<file path="src/rtl/burst_pkg.sv">
// Constants for the locator burst scheduler: register map, field layouts,
// default field values and sequence positions.
// Assumes every user writes package::name; nothing is imported.
package burst_pkg;

  // Register map, byte addresses on the plain register port
  localparam int ADDR_W = 4;
  localparam logic [3:0] OFF_CTRL = 4'h0;
  localparam logic [3:0] OFF_STATUS = 4'h4;
  localparam logic [3:0] OFF_INCR = 4'h8;

  // Control register bits
  localparam int CTRL_ACTIVE = 0;
  localparam int CTRL_START_AIS2 = 1;
  localparam int CTRL_TEST_GO = 2;
  localparam logic [1:0] CTRL_RESET = 2'h0;

  // Status register bits
  localparam int ST_BURST_LSB = 0;
  localparam int ST_BUSY = 3;
  localparam int ST_TEST_DONE = 4;
  localparam int ST_FIX_LOST = 5;
  localparam int ST_WAIT_FIX = 6;

  // Report field values
  localparam logic [3:0] NAV_ACTIVE = 4'he;
  localparam logic [3:0] NAV_TEST = 4'hf;
  localparam logic [27:0] LON_NA = 28'h6791ac0;
  localparam logic [26:0] LAT_NA = 27'h3412140;
  localparam logic [11:0] COG_NA = 12'he10;
  localparam logic [9:0] SOG_NA = 10'h3ff;
  localparam logic [5:0] STAMP_NA = 6'h3f;
  localparam logic [1:0] SYNC_NORMAL = 2'h0;
  localparam logic [1:0] SYNC_HELD = 2'h3;

  // Burst sequence positions
  localparam logic [2:0] LAST_MSG = 3'h7;
  localparam logic [2:0] TEXT_POS_A = 3'h4;
  localparam logic [2:0] TEXT_POS_B = 3'h5;
  localparam logic [2:0] TEST_TEXT_FIRST = 3'h0;
  localparam logic [2:0] BURST_TEXT_A = 3'h0;
  localparam logic [2:0] BURST_TEXT_B = 3'h4;
  localparam logic [2:0] BURST_UTC = 3'h6;
  localparam logic [2:0] BURST_INCR = 3'h7;
  localparam logic [2:0] TIMEOUT_FIRST = 3'h7;
  localparam logic [2:0] TIMEOUT_TEST = 3'h0;
  localparam logic [13:0] SUB_ZERO = 14'h0000;
  localparam logic [1:0] UTC_PAD = 2'h0;

  // Random slot increment, inclusive range
  localparam logic [11:0] INCR_MIN = 12'h7e9;
  localparam logic [8:0] INCR_SPAN_MAX = 9'h1c2;
  localparam logic [15:0] LFSR_SEED = 16'hace1;

  // Minute ticks a test waits for a fix before sending defaults
  localparam logic [2:0] TEST_WAIT_MINUTES = 3'h6;

  typedef enum logic [1:0] {
    S_IDLE = 2'b00,
    S_WAIT_FIX = 2'b01,
    S_SEND = 2'b11,
    S_FINISH = 2'b10
  } state_type;

endpackage

</file>
<file path="src/rtl/slot_increment_random.sv">
// Random slot increment for the last burst of a cycle.
// Assumes one clock, synchronous active-high reset.
`timescale 1ns/1ps
module slot_increment_random (
  input wire logic clk,
  input wire logic rst,
  output logic [11:0] incr
);

  logic [15:0] lfsr_q;
  logic [8:0] span_q;

  always_ff @(posedge clk)
  begin
    if (rst)
    begin
      lfsr_q <= burst_pkg::LFSR_SEED;
    end
    else
    begin
      lfsr_q <= {lfsr_q[14:0], lfsr_q[15] ^ lfsr_q[13] ^ lfsr_q[12] ^ lfsr_q[10]};
    end
  end

  // Rejection keeps the draw uniform
  always_ff @(posedge clk)
  begin
    if (rst)
    begin
      span_q <= 9'h000;
    end
    else if (lfsr_q[8:0] <= burst_pkg::INCR_SPAN_MAX)
    begin
      span_q <= lfsr_q[8:0]; // RL11
    end
  end

  assign incr = burst_pkg::INCR_MIN + {3'h0, span_q}; // RL11

endmodule

</file>
<file path="src/rtl/fix_hold.sv">
// Position source: live fix, held last fix, or not-available defaults.
// Assumes GNSS inputs are synchronous and stable while fixValid is high.
`timescale 1ns/1ps
module fix_hold (
  input wire logic clk,
  input wire logic rst,
  input wire logic clearHistory,
  input wire logic fixValid,
  input wire logic [27:0] gnssLon,
  input wire logic [26:0] gnssLat,
  input wire logic [11:0] gnssCog,
  input wire logic [9:0] gnssSog,
  input wire logic [5:0] gnssSecond,
  output logic [27:0] repLon,
  output logic [26:0] repLat,
  output logic [11:0] repCog,
  output logic [9:0] repSog,
  output logic [5:0] repStamp,
  output logic [1:0] repSync,
  output logic fixLost
);

  logic seen_q;
  logic [27:0] lon_q;
  logic [26:0] lat_q;
  logic [11:0] cog_q;
  logic [9:0] sog_q;

  always_ff @(posedge clk)
  begin
    if (rst)
    begin
      seen_q <= 1'b0;
    end
    else if (fixValid)
    begin
      seen_q <= 1'b1;
    end
    else if (clearHistory)
    begin
      seen_q <= 1'b0;
    end
  end

  // Last known data, defaults until a fix arrives
  always_ff @(posedge clk)
  begin
    if (rst || (clearHistory && !fixValid))
    begin
      lon_q <= burst_pkg::LON_NA;
      lat_q <= burst_pkg::LAT_NA;
      cog_q <= burst_pkg::COG_NA;
      sog_q <= burst_pkg::SOG_NA;
    end
    else if (fixValid)
    begin
      lon_q <= gnssLon;
      lat_q <= gnssLat;
      cog_q <= gnssCog;
      sog_q <= gnssSog;
    end
  end

  assign fixLost = seen_q && !fixValid;
  assign repLon = fixValid ? gnssLon : lon_q; // RL15 RL16
  assign repLat = fixValid ? gnssLat : lat_q; // RL15 RL16
  assign repCog = fixValid ? gnssCog : cog_q; // RL15 RL16
  assign repSog = fixValid ? gnssSog : sog_q; // RL15 RL16
  assign repStamp = fixValid ? gnssSecond : burst_pkg::STAMP_NA; // RL15 RL16
  assign repSync = fixLost ? burst_pkg::SYNC_HELD : burst_pkg::SYNC_NORMAL; // RL17

endmodule

</file>
<file path="src/rtl/locator_burst_scheduler.sv">
// Burst scheduler and report field generator for a personal locating beacon.
// Assumes a modulator that takes one message per msgValid/msgReady handshake,
// a one-cycle minuteTick at each UTC minute and synchronous GNSS inputs.
//
// What this block does
// RL1 - Active: eight-message burst every minute
// RL2 - Communication state pre-announces future slots
// RL3 - Active reports carry status 14
// RL4 - Active text each four minutes, both channels
// RL5 - Messages alternate between the two channels
// RL6 - Bursts 1,5: text at 5,6; time-out 7,3
// RL7 - Bursts 2,4,6: time-out 6,4,2, slot number
// RL8 - Burst 3: time-out 5, sub-message zero
// RL9 - Burst 7: time-out 1, UTC hour/minute
// RL10 - Burst 8: time-out 0, slot increment
// RL11 - Increment uniform random, 2025 to 2475
// RL12 - Restart at burst 1; may start AIS2
// RL13 - Test: eight messages, text first and last
// RL14 - Test middle reports: status 15, zeros
// RL15 - No fix: defaults, timestamp 63
// RL16 - Fix lost: hold last data, timestamp 63
// RL17 - Held data uses sync state 3
// RL18 - Test waits for valid fix
// RL19 - Test stops after its single burst
// RL20 - Three-bit burst index selects burst content
`timescale 1ns/1ps
module locator_burst_scheduler (
  input wire logic clk,
  input wire logic rst,
  input wire logic [3:0] regAddr,
  input wire logic [31:0] regWdata,
  input wire logic regWrite,
  input wire logic regRead,
  output logic [31:0] regRdata,
  input wire logic minuteTick,
  input wire logic fixValid,
  input wire logic [27:0] gnssLon,
  input wire logic [26:0] gnssLat,
  input wire logic [11:0] course_over_ground,
  input wire logic [9:0] speed_over_ground,
  input wire logic [5:0] gnssSecond,
  input wire logic [4:0] utcHour,
  input wire logic [6:0] utcMinute,
  input wire logic [13:0] slotNumber,
  output logic msgValid,
  input wire logic msgReady,
  output logic msgIsText,
  output logic msgIsTest,
  output logic msgChannel,
  output logic [3:0] msgNavStatus,
  output logic [2:0] msgTimeout,
  output logic [13:0] msgSubMessage,
  output logic [1:0] msgSyncState,
  output logic [27:0] msgLon,
  output logic [26:0] msgLat,
  output logic [11:0] msgCog,
  output logic [9:0] msgSog,
  output logic [5:0] msgStamp
);

  burst_pkg::state_type state_q;
  logic activeEn_q;
  logic startAis2_q;
  logic testMode_q;
  logic testDone_q;
  logic [2:0] burstIdx_q;
  logic [2:0] msgIdx_q;
  logic channel_q;
  logic [2:0] waitMin_q;
  logic valid_q;
  logic [31:0] rdata_q;
  logic [11:0] incrLast_q;
  logic testGo;
  logic activeRise;
  logic [11:0] incrNow;
  logic [27:0] repLon;
  logic [26:0] repLat;
  logic [11:0] repCog;
  logic [9:0] repSog;
  logic [5:0] repStamp;
  logic [1:0] repSync;
  logic fixLost;
  logic isText;
  logic [13:0] subNow;
  logic lastAccept;
  logic activeRiseHist;

  assign testGo = regWrite && (regAddr == burst_pkg::OFF_CTRL)
    && regWdata[burst_pkg::CTRL_TEST_GO] && (state_q == burst_pkg::S_IDLE)
    && !activeEn_q;
  assign activeRise = regWrite && (regAddr == burst_pkg::OFF_CTRL)
    && regWdata[burst_pkg::CTRL_ACTIVE] && !activeEn_q;
  assign activeRiseHist = activeRise || testGo;
  assign lastAccept = valid_q && msgReady && (msgIdx_q == burst_pkg::LAST_MSG);

  slot_increment_random u_rand (
    .clk(clk),
    .rst(rst),
    .incr(incrNow)
  );

  fix_hold u_fix (
    .clk(clk),
    .rst(rst),
    .clearHistory(activeRiseHist),
    .fixValid(fixValid),
    .gnssLon(gnssLon),
    .gnssLat(gnssLat),
    .gnssCog(course_over_ground),
    .gnssSog(speed_over_ground),
    .gnssSecond(gnssSecond),
    .repLon(repLon),
    .repLat(repLat),
    .repCog(repCog),
    .repSog(repSog),
    .repStamp(repStamp),
    .repSync(repSync),
    .fixLost(fixLost)
  );

  // Control register
  always_ff @(posedge clk)
  begin
    if (rst)
    begin
      {startAis2_q, activeEn_q} <= burst_pkg::CTRL_RESET;
    end
    else if (regWrite && (regAddr == burst_pkg::OFF_CTRL))
    begin
      activeEn_q <= regWdata[burst_pkg::CTRL_ACTIVE];
      startAis2_q <= regWdata[burst_pkg::CTRL_START_AIS2];
    end
  end

  // Read data, one cycle after the strobe
  always_ff @(posedge clk)
  begin
    if (rst)
    begin
      rdata_q <= 32'h0000_0000;
    end
    else if (regRead)
    begin
      unique case (regAddr)
        burst_pkg::OFF_CTRL:
        begin
          rdata_q <= {30'h0000_0000, startAis2_q, activeEn_q};
        end
        burst_pkg::OFF_STATUS:
        begin
          rdata_q <= {25'h000_0000, state_q == burst_pkg::S_WAIT_FIX, fixLost,
            testDone_q, state_q != burst_pkg::S_IDLE, burstIdx_q};
        end
        burst_pkg::OFF_INCR:
        begin
          rdata_q <= {20'h0_0000, incrLast_q};
        end
        default:
        begin
          rdata_q <= 32'h0000_0000;
        end
      endcase
    end
    else
    begin
      rdata_q <= 32'h0000_0000;
    end
  end

  assign regRdata = rdata_q;

  // Sequencer
  always_ff @(posedge clk)
  begin
    if (rst)
    begin
      state_q <= burst_pkg::S_IDLE;
    end
    else
    begin
      unique case (state_q)
        burst_pkg::S_IDLE:
        begin
          if (testGo)
          begin
            state_q <= burst_pkg::S_WAIT_FIX;
          end
          else if (activeEn_q && minuteTick)
          begin
            state_q <= burst_pkg::S_SEND; // RL1
          end
        end
        burst_pkg::S_WAIT_FIX:
        begin
          if (fixValid || (minuteTick && waitMin_q == burst_pkg::TEST_WAIT_MINUTES))
          begin
            state_q <= burst_pkg::S_SEND; // RL18
          end
        end
        burst_pkg::S_SEND:
        begin
          if (lastAccept)
          begin
            state_q <= burst_pkg::S_FINISH;
          end
        end
        burst_pkg::S_FINISH:
        begin
          state_q <= burst_pkg::S_IDLE;
        end
      endcase
    end
  end

  // Test minute counter while waiting for a fix
  always_ff @(posedge clk)
  begin
    if (rst || state_q != burst_pkg::S_WAIT_FIX)
    begin
      waitMin_q <= 3'h0;
    end
    else if (minuteTick && waitMin_q != burst_pkg::TEST_WAIT_MINUTES)
    begin
      waitMin_q <= waitMin_q + 3'h1;
    end
  end

  // Test mode flags
  always_ff @(posedge clk)
  begin
    if (rst)
    begin
      testMode_q <= 1'b0;
      testDone_q <= 1'b0;
    end
    else if (testGo)
    begin
      testMode_q <= 1'b1;
      testDone_q <= 1'b0;
    end
    else if (state_q == burst_pkg::S_FINISH && testMode_q)
    begin
      testMode_q <= 1'b0; // RL19
      testDone_q <= 1'b1; // RL19
    end
  end

  // Burst index, advanced after each completed active burst
  always_ff @(posedge clk)
  begin
    if (rst || activeRise)
    begin
      burstIdx_q <= 3'h0;
    end
    else if (state_q == burst_pkg::S_FINISH && !testMode_q)
    begin
      burstIdx_q <= burstIdx_q + 3'h1; // RL20 RL12
    end
  end

  // Increment announced in the last burst, kept for readback
  always_ff @(posedge clk)
  begin
    if (rst)
    begin
      incrLast_q <= burst_pkg::INCR_MIN;
    end
    else if (state_q == burst_pkg::S_IDLE && activeEn_q && minuteTick
      && burstIdx_q == burst_pkg::BURST_INCR)
    begin
      incrLast_q <= incrNow; // RL11
    end
  end

  // Message position and channel
  always_ff @(posedge clk)
  begin
    if (rst || state_q != burst_pkg::S_SEND)
    begin
      msgIdx_q <= 3'h0;
      channel_q <= startAis2_q; // RL12
    end
    else if (valid_q && msgReady)
    begin
      msgIdx_q <= msgIdx_q + 3'h1;
      channel_q <= !channel_q; // RL5
    end
  end

  // Text slots and sub-message content for the current position
  always_comb
  begin
    if (testMode_q)
    begin
      isText = (msgIdx_q == burst_pkg::TEST_TEXT_FIRST)
        || (msgIdx_q == burst_pkg::LAST_MSG); // RL13
      subNow = burst_pkg::SUB_ZERO; // RL14
    end
    else
    begin
      isText = (burstIdx_q == burst_pkg::BURST_TEXT_A || burstIdx_q == burst_pkg::BURST_TEXT_B)
        && (msgIdx_q == burst_pkg::TEXT_POS_A || msgIdx_q == burst_pkg::TEXT_POS_B); // RL4 RL6
      if (burstIdx_q == burst_pkg::BURST_INCR)
      begin
        subNow = {2'h0, incrLast_q}; // RL10
      end
      else if (burstIdx_q == burst_pkg::BURST_UTC)
      begin
        subNow = {utcHour, utcMinute, burst_pkg::UTC_PAD}; // RL9
      end
      else if (burstIdx_q[0])
      begin
        subNow = slotNumber; // RL7
      end
      else
      begin
        subNow = burst_pkg::SUB_ZERO; // RL6 RL8
      end
    end
  end

  // Message valid and field registers
  always_ff @(posedge clk)
  begin
    if (rst || state_q != burst_pkg::S_SEND)
    begin
      valid_q <= 1'b0;
    end
    else if (valid_q && msgReady)
    begin
      valid_q <= 1'b0;
    end
    else if (!lastAccept)
    begin
      valid_q <= 1'b1;
    end
  end

  always_ff @(posedge clk)
  begin
    if (rst)
    begin
      msgIsText <= 1'b0;
      msgIsTest <= 1'b0;
      msgChannel <= 1'b0;
      msgNavStatus <= burst_pkg::NAV_ACTIVE;
      msgTimeout <= burst_pkg::TIMEOUT_TEST;
      msgSubMessage <= burst_pkg::SUB_ZERO;
      msgSyncState <= burst_pkg::SYNC_NORMAL;
      msgLon <= burst_pkg::LON_NA;
      msgLat <= burst_pkg::LAT_NA;
      msgCog <= burst_pkg::COG_NA;
      msgSog <= burst_pkg::SOG_NA;
      msgStamp <= burst_pkg::STAMP_NA;
    end
    else if (state_q == burst_pkg::S_SEND && !valid_q)
    begin
      msgIsText <= isText;
      msgIsTest <= testMode_q;
      msgChannel <= channel_q; // RL5
      msgNavStatus <= testMode_q ? burst_pkg::NAV_TEST : burst_pkg::NAV_ACTIVE; // RL3 RL14
      msgTimeout <= testMode_q ? burst_pkg::TIMEOUT_TEST
        : burst_pkg::TIMEOUT_FIRST - burstIdx_q; // RL2 RL6 RL7 RL8 RL9 RL10 RL14
      msgSubMessage <= subNow; // RL2
      msgSyncState <= repSync; // RL17
      msgLon <= repLon; // RL15 RL16
      msgLat <= repLat;
      msgCog <= repCog;
      msgSog <= repSog;
      msgStamp <= repStamp;
    end
  end

  assign msgValid = valid_q;

endmodule

</file>
<file path="config.mk">
export PLATFORM = sky130hd
export DESIGN_NAME = locator_burst_scheduler
export DESIGN_NICKNAME = d
export VERILOG_FILES = /design/src/rtl/burst_pkg.sv /design/src/rtl/slot_increment_random.sv /design/src/rtl/fix_hold.sv /design/src/rtl/locator_burst_scheduler.sv
export SDC_FILE = /design/constraint.sdc
export NUM_CORES = 1
export LEC_CHECK = 0
export BUFFER_PORTS_ARGS = -buffer_cell sky130_fd_sc_hd__buf_2
export CAP_MARGIN = 15
export CORE_ASPECT_RATIO = 1.4
export CORE_UTILIZATION = 40
export CTS_CLUSTER_DIAMETER = 80
export DETAILED_ROUTE_END_ITERATION = 8
export HOLD_SLACK_MARGIN = 0.12
export PLACE_DENSITY_LB_ADDON = 0.12
export SETUP_SLACK_MARGIN = 0.15
export SYNTH_ARGS = -nofsm -noshare
export SYNTH_HDL_FRONTEND = slang
export SYNTH_SLANG_ARGS = --single-unit
</file>
<file path="constraint.sdc">
create_clock -name clk -period 2.08 [get_ports clk]
set_input_delay 0.104 -clock clk [delete_from_list [all_inputs] [get_ports clk]]
set_output_delay 0.104 -clock clk [all_outputs]
set_load 0.005 [all_outputs]
</file>
=== Word-level counts from Yosys, hierarchy flattened ===
Index checks and enable logic that the tools add are counted.

* Register bits: 273
* ROM bits: 0
* RAM bits: 0
* Logic and storage cells: 130
* Bits in latches: 0
* Output and inout bits: 142
* Bits of input ports: 152
* Memories: 0

* Add/sub/neg operators: 5
* Shift operators: 0
* Equal/unequal tests: 18
* Magnitude comparators: 1
* Multipliers: 0
* Div/mod/pow operators: 0
* Reduce and logical (&&, ||, !) cells: 46
* Bitwise operators: 4
* Muxes and demuxes: 25

{| class="wikitable"
|+ Operators by type and width
! cell !! number
|-
| two-way mux 14 bit || 4
|-
| one-hot mux 12 bit (3 select lines) || 1
|-
| two-way mux 28 bit || 1
|-
| two-way mux 27 bit || 1
|-
| == test 3 bit (second input constant) || 7
|-
| logical AND 1 bit || 20
|-
| adder 11 x 9 -> 12 bit (first input constant) || 1
|-
| two-way mux 12 bit || 1
|-
| two-way mux 10 bit || 1
|-
| two-way mux 2 bit || 5
|-
| adder 3 x 1 -> 3 bit (second input constant) || 3
|-
| less-or-equal comparator 9 bit (second input constant) || 1
|-
| logical OR 1 bit || 9
|-
| two-way mux 1 bit || 8
|-
| one-hot mux 2 bit (4 select lines) || 1
|-
| nonzero test 2 bit || 4
|-
| logical NOT 3 bit || 2
|-
| two-way mux 6 bit || 1
|-
| OR reduction 2 bit || 3
|-
| logical NOT 1 bit || 5
|-
| == test 2 bit (second input constant) || 2
|-
| == test 4 x 3 -> 1 bit (second input constant) || 1
|-
| == test 4 bit (second input constant) || 1
|-
| logical NOT 4 bit || 1
|-
| other kinds (11) || 15
|}

=== Longest topological paths before layout ===
Gate-level depths: netlist of the first run.

* Depth in word-level cells: 8
* Mapped depth: 9
* Gate-level depth less buffers: 6

=== Modules after synthesis ===
A second synthesis of the first run with hierarchy kept.

* Cells, all modules: 1,270
* Area total of the unflattened synthesis: 10,640.2 µm²

{| class="wikitable"
|+ Modules (own cells, without submodules)
! module !! area an instance (µm²) !! cells each !! instances !! sequential area each (µm²)
|-
| locator_burst_scheduler || 5,758.0 || 718 || 1 || 2,932.8
|-
| fix_hold || 3,891.2 || 454 || 1 || 1,561.5
|-
| slot_increment_random || 991.0 || 98 || 1 || 500.5
|}

=== Worst setup path before layout of the first run ===
Ideal clock, no wire load.

* Kind: reg-to-reg
* Start point: register burstIdx_q[0]
* End point: register msgSubMessage[11]
* Library setup time: 61 ps
* Path buffers: 3
* Period minus slack after synthesis: 2,032 ps
* Slack: 48 ps
* Required time: 2,019 ps
* Data arrival time: 1,971 ps
* Stages on the path, launching flop included: 10
* Cell sequence: dfxtp_1 > clkbuf_1 > clkbuf_1 > inv_1 > ha_1 > nand2_1 > clkbuf_1 > a31oi_1 > o21ai_0 > a22o_1

* Word-level cells in the longest chain between the ends: 4
* Elaborated cells between the ends (all ways): 6
* Those cells by class: eq/ne (2); mux (4)

{| class="wikitable"
|+ Ends and longest elaborated chain
! item !! RTL line !! source
|-
| start: declaration || locator_burst_scheduler.sv:66 || <nowiki>logic [2:0] burstIdx_q;</nowiki>
|-
| start signal: assignment || locator_burst_scheduler.sv:257 || <nowiki>burstIdx_q <= burstIdx_q + 3'h1;</nowiki>
|-
| == test 3 bit / two-way mux 14 bit (equally long branches) || locator_burst_scheduler.sv:307, locator_burst_scheduler.sv:311 ||
|-
| two-way mux 14 bit || locator_burst_scheduler.sv:307 || <nowiki>else if (burstIdx_q == burst_pkg::BURST_UTC)</nowiki>
|-
| two-way mux 14 bit (*) || locator_burst_scheduler.sv:303 || <nowiki>if (burstIdx_q == burst_pkg::BURST_INCR)</nowiki>
|-
| two-way mux 14 bit (*) || locator_burst_scheduler.sv:293 || <nowiki>if (testMode_q)</nowiki>
|-
| end signal: assignment || locator_burst_scheduler.sv:348 || <nowiki>msgSubMessage <= burst_pkg::SUB_ZERO;</nowiki>
|-
| end signal: assignment || locator_burst_scheduler.sv:364 || <nowiki>msgSubMessage <= subNow;</nowiki>
|-
| end: declaration || locator_burst_scheduler.sv:52 || <nowiki>output logic [13:0] msgSubMessage,</nowiki>
|}

Every way passes the cells marked *; elsewhere a longest branch is shown, timed or not.
A chain may end at the register's enable or synchronous reset.

=== Worst setup path after layout of the first run ===
* Start point: input port regAddr[1]
* End point: register activeEn_q

* Word-level cells in the longest chain between the ends: 2

{| class="wikitable"
|+ Ends and longest elaborated chain
! item !! RTL line !! source
|-
| start: declaration || locator_burst_scheduler.sv:30 || <nowiki>input wire logic [3:0] regAddr,</nowiki>
|-
| logical NOT 4 bit || locator_burst_scheduler.sv:128 || <nowiki>else if (regWrite && (regAddr == burst_pkg::OFF_CTRL))</nowiki>
|-
| logical AND 1 bit || locator_burst_scheduler.sv:128 ||
|-
| end signal: assignment || locator_burst_scheduler.sv:126 || <nowiki>{startAis2_q, activeEn_q} <= burst_pkg::CTRL_RESET;</nowiki>
|-
| end signal: assignment || locator_burst_scheduler.sv:130 || <nowiki>activeEn_q <= regWdata[burst_pkg::CTRL_ACTIVE];</nowiki>
|-
| end: declaration || locator_burst_scheduler.sv:62 || <nowiki>logic activeEn_q;</nowiki>
|}

Every way passes these cells.

==> results of run 1 <==
synthesized netlist by cell type, drive strengths merged, types with 2 or more instances:
cell type and count:
dfxtp 247, nor2 129, nand2 118, mux2i 84, clkbuf 56, a211oi 46, buf 37, o211ai 35
a21oi 32, o21ai 22, nor3 16, and3 15, a31oi 14, nand3 12, ha 11, nor2b 11
a22o 10, inv 10, or2 8, and2 7, xnor2 7, a21o 4, nor4 4, a22oi 3
xor2 3, a211o 2, a21boi 2, a311oi 2, and4 2, conb 2, nand2b 2, nand4b 2
nor3b 2, o21a 2, or4 2
area by class of cell:
class / count / area (sq um) / share of cell area (%)
sequential: 248 / 4980 / 38.6
multi-input combinational: 646 / 3920 / 30.4
timing repair buffer: 387 / 2720 / 21.1
clock buffer: 35 / 733 / 5.69
tap: 301 / 377 / 2.92
clock inverter: 11 / 123 / 0.952
inverter: 11 / 41.3 / 0.320
worst max-delay path, cell delays in order:
cell,delay (ps)
buf_2,110
or2_4,240
or4b_4,560
mux2i_1,150
dlygate4sd3_1,560
nor2_1,40
dlygate4sd3_1,550
kinds of logic (layout without fill, tap and decap cells):
logic type	after synthesis	count (layout)	synth area share [%]
fa+ha+maj	11	11	1.48
compound gates	181	181	13.3
simple gates	337	337	16.1
other cells	2	23	0.0809
xor+xnor	10	10	0.944
mux	84	84	9.06
flops	248	248	53.6
buf+inv	104	444	5.34
report_power, final:
group | total [W] | switching (W) | internal [W]
combinational | 0.000754 | 0.000355 | 0.000399
sequential | 0.00494 | 0.0000604 | 0.00488
clock | 0.00463 | 0.00191 | 0.00272
total | 0.0103 | 0.00233 | 0.00800
worst max path at each step:
stage	start	cells after the start	to	slack, ps
3_3_place_gp	burstIdx_q[1]	6	incrLast_q[8]	230
5_1_grt	regAddr[1]	7	activeEn_q	110
3_5_place_dp	burstIdx_q[1]	6	incrLast_q[8]	280
4_1_cts	regAddr[1]	7	activeEn_q	200
2_1_floorplan	burstIdx_q[0]	9	msgSubMessage[11]	150
6_report	regAddr[1]	7	activeEn_q	180
stage by stage:
| step | power, W | worst slack (ps) | std cells | util (%) |
|---|---|---|---|---|
| finish | 0.0103 | 180 | 1639 | 56.8 |
| global route | 0.0107 | 107 | 1639 | 56.8 |
| CTS | 0.0104 | 202 | 1638 | 56.7 |
| detailed placement | 0.00563 | 278 | 1470 | 47.5 |
| global placement | 0.00562 | 235 | 1470 | 47.5 |
| floorplan | 0.00542 | 152 | 998 | - |
layer usage:
layer | up-vias | wire, microns
li1 | 4012 | -
met2 | 226 | 12600
met4 | 0 | 713
met3 | 50 | 1570
met5 | - | 0
met1 | 3787 | 10600
state kept, by name, indices dropped and copies added, names as in the netlist, 12 cells and up:
signal and flops:
msgSubMessage 14, u_fix.lat_q 27, regRdata 12, u_fix.lon_q 28
incrLast_q 12, u_fix.cog_q 12, u_rand.lfsr_q 16, msgCog 12
msgLat 27, msgLon 28
timing repair:
item                                    CTS  global route
gates resized for setup                   0             5
hold buffers                            122             0
endpoints found under the hold margin   206             0
endpoints found under the setup margin    0            11
buffers inserted                          0             1
==> metrics, run 1 <==
status=finished, final reports clean; Rows=65; peak supply drop=628 uV; GR Overflow Total=0; die area=0.0238 sq mm; Rel. slew slack=53.0%; most common cell after layout, fill and taps aside=dfxtp_1; share of cells above drive strength 1=24.4%; Crit Path Max Fanout=3; root buffer cell=clkbuf_16; dpl hpwl=16200 microns; Diodes inserted=0; routed vias/inst=4.93; Critical R2R Launch=msgIdx_q[0]; Setup Viol. Count Final=0; met1 global-route usage=24.2%; first-pass GRT wire length=39200 microns; hold_ws=143 ps; Die Wd=131 microns; Initial Util=40.9%; nets=1482; Ports=294; Worst R2R End=state_q[0]; met3 Use GR=4.05%; GPL Wtd Cong=0.785; final WL=25500 microns; Post-Syn Area per Cell=9.50 sq um; drt pass-1 iters=5; synthesized area=0.00928 sq mm; number of global-route vias before repair=7789; area delta synth->final=38.8%; area after detailed placement=0.0108 sq mm; WHS Path Cells=5; Longest Clk Path Bufs=3; worst setup path category=input port to flop; Fill cells=2056; max-cap violations=0; core outline area=0.0227 sq mm; M2 GR Usage=36.9%; #FFs+latches synth=248; Routed WL per cell=15.5 microns; pwr/cell area=802 mW/mm^2; largest net degree at the start of global routing=100; CTS buffer count=25; R2R cell count=6; die height=182 microns; Synth Flop Type=dfxtp_1; Async SR Flop Fraction=0%; clock insertion delay at the later pin of the skew report=530 ps; sequential fraction of the synthesis area=53.6%; Hold Fails Final Rpt=0; Fmax achieved=526 MHz; final instance area=0.0129 sq mm; most frequent cells in the layout=dfxtp_1 (246), buf_2 (239), nor2_1 (129), dlygate4sd3_1 (121), nand2_1 (118); Hold EP=msgSubMessage[5]; Slew Viols, Final=0; Final Cycle Share=91.3%; clock-pin slew on the worst setup and hold paths=60 ps; Initial DRC Count=343; Worst-Margin Slew=702 ps; CTS tree=yes; Syn Inst Count=977; CTS sink cnt=248; Yosys top cell area share=53.3%; total number of vias=8075; element type at the critical path end=flop; final worst path period need=1900 ps; R2R setup slack=240 ps; synth unique cells=56; total track usage=20.6%; initial antenna violation count=0; RSZ-0062 raised after global routing=yes; Routed Antenna Nets=0; Sum Neg Setup Slack=0 ps; # H-tree levels=1; number of enable-type register cells in the synthesized netlist=1; clk_skew=9.19 ps; Port Buf Inserts=241; hold crit path type=input port to flop; required time at the worst-slack endpoint=2490 ps; Leak=5.82 nW; GRT busiest layer=met2; hold_sp=utcMinute[3]; Synth warnings=0; DRC=0; Critical Path Source Type=input port; Data arrival, critical path=2310 ps; leading area contributor after synthesis=dfxtp_1; synth top area cells=dfxtp_1 (53%), mux2i_1 (9.1%), nor2_1 (5.2%)
No activity file was read; power rests on OpenSTA's default activity.
==> run 2: changes to the inputs <==
--- a/config.mk
+++ b/config.mk
@@ -13,6 +13,7 @@
 export DETAILED_ROUTE_END_ITERATION = 8
 export HOLD_SLACK_MARGIN = 0.12
 export PLACE_DENSITY_LB_ADDON = 0.12
+export REMOVE_ABC_BUFFERS = 1
 export SETUP_SLACK_MARGIN = 0.15
 export SYNTH_ARGS = -nofsm -noshare
 export SYNTH_HDL_FRONTEND = slang
==> metrics, run 2 (synthesis gave the netlist of run 1 again) <==
Final Power=0.00995 W; Largest regs=msgLon: 28 flops, u_fix.lon_q: 28 flops; area after detailed placement=0.0108 sq mm; status=finished, final reports clean; dpl hpwl=15900 microns; clock insertion delay at the later pin of the skew report=520 ps; Net Sw Frac=22.0%; Port Buf Inserts=241; Slew Viols, Final=0; Clk pwr share=42.7%; Post-Layout Cell Count=1633; Worst-Margin Slew=681 ps; Switch Pwr=0.00219 W; # placed instances=1470; DRC=0; first-pass GRT wire length=38500 microns; Data arrival, critical path=2290 ps; Crit Path Max Fanout=3; RSZ-0062 raised after global routing=no; Initial DRC Count=273; internal power component=0.00775 W; initial antenna violation count=0; Comb power frac=7.6%; required time at the worst-slack endpoint=2530 ps; Longest Clk Path Bufs=3; share of cells above drive strength 1=23.8%; nets=1482; clk_skew=14.6 ps; total track usage=20.1%; Fmax achieved=543 MHz; Routed Antenna Nets=0; Leak=5.76 nW; R2R setup slack=270 ps; final worst path period need=1840 ps; Final Cycle Share=88.5%; pwr/cell area=778 mW/mm^2; area delta synth->final=37.7%; largest net degree at the start of global routing=80; number of global-route vias before repair=7832; routed vias/inst=4.84; final WL=24700 microns; element type at the critical path end=flop; # H-tree levels=1; Hold Fails Final Rpt=0; die height=182 microns; CTS tree=yes; max-cap violations=0; Setup Viol. Count Final=0; final instance area=0.0128 sq mm; Ports=294; GPL Wtd Cong=0.800; worst setup path category=input port to flop; GR Overflow Total=0; Die Wd=131 microns; clock-pin slew on the worst setup and hold paths=60 ps; most frequent cells in the layout=dfxtp_1 (246), buf_2 (239), nor2_1 (129), dlygate4sd3_1 (121), nand2_1 (118); Routed WL per cell=15.1 microns; CTS sink cnt=248; core outline area=0.0227 sq mm; Initial Util=40.9%; most common cell after layout, fill and taps aside=dfxtp_1; Rows=65; root buffer cell=clkbuf_16; total number of vias=7903; drt pass-1 iters=4; hold crit path type=input port to flop; CTS buffer count=25; Rel. slew slack=54.5%; die area=0.0238 sq mm; part of the power in registers=49.7%; peak supply drop=607 uV; Diodes inserted=0; Critical Path Source Type=input port
run 2: worst paths after layout:
path | startpoint | to | cells after the start
worst max-delay path | regAddr[1] | state_q[0] | 6
worst min register to register | u_rand.lfsr_q[14] | u_rand.lfsr_q[15] | 1
worst max register to register | u_rand.span_q[0] | incrLast_q[8] | 6
worst min-delay path | utcMinute[3] | msgSubMessage[5] | 5
run 2: power groups by stage:
stage	Combinational [W]	Clock [W]	Sequential [W]
finish	0.000755	0.00425	0.00494
global route	0.000838	0.00456	0.00495
CTS	0.000760	0.00439	0.00494
detailed placement	0.000586	0	0.00505
global placement	0.000577	0	0.00504
floorplan	0.000293	0	0.00503
run 2: repair_timing:
action / 4_1_cts / 5_1_grt
hold buffers: 121 / 0
setup endpoints to repair: 0 / 31
buffers inserted: 0 / 1
hold endpoints to repair: 208 / 0
gates resized for setup: 0 / 4
run 2: layout make-up:
cell class	count	area (sq um)
Clock buffer	37	751
Clock inverter	3	18.8
Fill cell	2079	9910
Inverter	11	41.3
Multi-Input combinational cell	646	3910
Sequential cell	248	4980
Tap cell	301	377
Timing Repair Buffer	387	2710
run 2: layer usage:
layer | GRT usage, % | vias up | part of all wire [%]
met5 | 0 | - | 0
met4 | 5.47 | 0 | 1.8
met3 | 4.60 | 28 | 6.4
met2 | 38.0 | 219 | 51
met1 | 21.8 | 3642 | 41
li1 | - | 4014 | -
run 2: critical path: stages:
cell and delay, ps:
buf_2 110, or2_4 260, or4b_4 550, or3b_1 410, a311oi_2 270, dlygate4sd3_1 580
run 2: through the flow:
| step | utilization [%] | TNS, ps | worst slack (ps) | hold slack (ps) |
|---|---|---|---|---|
| after detailed placement | 47.4 | 0 | 220 | 345 |
| after global placement | 47.4 | 0 | 231 | 336 |
| final | 56.3 | 0 | 238 | 138 |
| after floorplan | - | -297930 | -5050 | 172 |
| after global routing | 56.3 | 0 | 154 | 167 |
| after CTS | 56.2 | 0 | 187 | 121 |
==> run 3: changes to the inputs <==
--- a/config.mk
+++ b/config.mk
@@ -7,7 +7,6 @@
 export LEC_CHECK = 0
 export BUFFER_PORTS_ARGS = -buffer_cell sky130_fd_sc_hd__buf_2
 export CAP_MARGIN = 15
-export CORE_ASPECT_RATIO = 1.4
 export CORE_UTILIZATION = 40
 export CTS_CLUSTER_DIAMETER = 80
 export DETAILED_ROUTE_END_ITERATION = 8
==> metrics, run 3 (synthesis gave the netlist of run 1 again) <==
status=finished, final reports clean; worst setup path category=input port to flop; Diodes inserted=0; largest net degree at the start of global routing=96; area delta synth->final=39.5%; Ports=294; GR Overflow Total=0; area after detailed placement=0.0107 sq mm; Setup Viol. Count Final=0; clk_skew=10.4 ps; Net Sw Frac=22.2%; dpl hpwl=15400 microns; Worst-Margin Slew=804 ps; Slew Viols, Final=0; Data arrival, critical path=2320 ps; root buffer cell=clkbuf_16; most frequent cells in the layout=dfxtp_1 (247), buf_2 (239), nor2_1 (129), dlygate4sd3_1 (123), nand2_1 (117); Placement Setup Slack=153 ps; # H-tree levels=1; RSZ-0062 raised after global routing=yes; clock-pin slew on the worst setup and hold paths=60 ps; drt pass-1 iters=4; share of cells above drive strength 1=24.4%; CTS tree=yes; element type at the critical path end=flop; clock insertion delay at the later pin of the skew report=530 ps; Initial Util=40.9%; total number of vias=8001; GPL Wtd Cong=0.811; hold_ws=148 ps; pwr/cell area=819 mW/mm^2; die area=0.0238 sq mm; Critical R2R Launch=activeEn_q; Longest Clk Path Bufs=3; Initial DRC Count=316; Routed Antenna Nets=0; Port Buf Inserts=241; Hold Fails Final Rpt=0; Post-Layout Cell Count=1631; core outline area=0.0227 sq mm; number of global-route vias before repair=7680; Clk pwr share=46.1%; WHS Path Cells=5; max-cap violations=0; R2R setup slack=220 ps; final setup margin=176 ps; R2R cell count=5; Worst R2R End=u_fix.lon_q[14]; die height=154 microns; DRC=0; final WL=25700 microns; total track usage=20.2%; Fill cells=2069; part of the power in registers=46.6%; final worst path period need=1900 ps; CTS sink cnt=248; Comb power frac=7.3%; Reg area=0.00497 sq mm; nets=1488; Hold EP=regRdata[10]; # placed instances=1455; Fmax achieved=525 MHz; hold_sp=regAddr[0]; Largest regs=msgLon: 28 flops, u_fix.lon_q: 28 flops; most common cell after layout, fill and taps aside=dfxtp_1; Final Cycle Share=91.5%; Critical Path Source Type=input port; Leak=5.85 nW; routed vias/inst=4.91; Final Power=0.0106 W; peak supply drop=609 uV; first-pass GRT wire length=39300 microns; CTS buffer count=27; internal power component=0.00825 W; Switch Pwr=0.00235 W; Routed WL per cell=15.8 microns; Die Wd=154 microns; hold crit path type=input port to flop; Rows=55; final instance area=0.0129 sq mm; Post-CTS Setup Inserts=0; required time at the worst-slack endpoint=2490 ps; Crit Path Max Fanout=3; Rel. slew slack=46.2%; footprint of the multi-input gates=0.00394 sq mm; initial antenna violation count=0
## run 3: cell types whose count changed in the layout (fill, tap and decap cells not counted), moves of 2 or more
cell / before / now
clkbuf_16: 26 / 28
clkinv_2: 2 / 4
dlygate4sd3_1: 121 / 123
a31oi_4: 0 / 2
bufinv_16: 0 / 2
buf_4: 18 / 21
clkbuf_1: 4 / 6
buf_12: 6 / 4
## run 3: worst max-delay path by stage
stage / start / to / slack, ps / cells past startpoint
detailed placement: state_q[1] / u_fix.lat_q[25] / 150 / 4
CTS: state_q[1] / u_fix.cog_q[4] / 160 / 4
finish: regAddr[1] / startAis2_q / 180 / 7
global route: activeEn_q / u_fix.lon_q[14] / 110 / 5
floorplan: state_q[1] / msgSubMessage[10] / -5050 / 4
global placement: state_q[1] / u_fix.lat_q[25] / 190 / 4
## run 3: final cells by class
| type | count | share of cell area (%) |
|---|---|---|
| sequential | 248 | 38.4 |
| multi-input combinational | 647 | 30.4 |
| timing repair buffer | 390 | 20.9 |
| clock buffer | 42 | 6.35 |
| tap | 285 | 2.75 |
| clock inverter | 8 | 0.773 |
| inverter | 11 | 0.319 |
## run 3: routing by layer
metal  GRT usage [%]  vias up  share of wire [%]
li1                -     4028                  -
met1            26.3     3706                 45
met2            33.2      223                 46
met3            5.02       44                6.3
met4            5.85        0                2.3
met5               0        -                  0
## run 3: power groups by stage
stage          combinational, W  sequential, W  clock, W
6_report               0.000774        0.00494   0.00489
5_1_grt                0.000849        0.00495   0.00522
4_1_cts                0.000767        0.00494   0.00503
3_5_place_dp           0.000588        0.00504         0
3_3_place_gp           0.000579        0.00504         0
2_1_floorplan          0.000293        0.00503         0
## run 3: through the flow
stage / TNS, ps / utilization, %
final: 0 / 57.0
after global routing: 0 / 57.0
after CTS: 0 / 56.8
after detailed placement: 0 / 47.3
after global placement: 0 / 47.3
after floorplan: -297930 / -
## run 3: worst max-delay path, cell delays in order
cell and delay, ps:
buf_2 100, or2_4 250, or4b_4 550, mux2i_1 150, dlygate4sd3_1 560, nor2_1 40, dlygate4sd3_1 550
## run 3: timing repair
item | CTS | global route
pin swaps | 1 | 1
gates cloned | 0 | 3
hold buffers | 124 | 0
setup endpoints to repair | 6 | 56
gates resized for setup | 0 | 5
endpoints found under the hold margin | 204 | 0
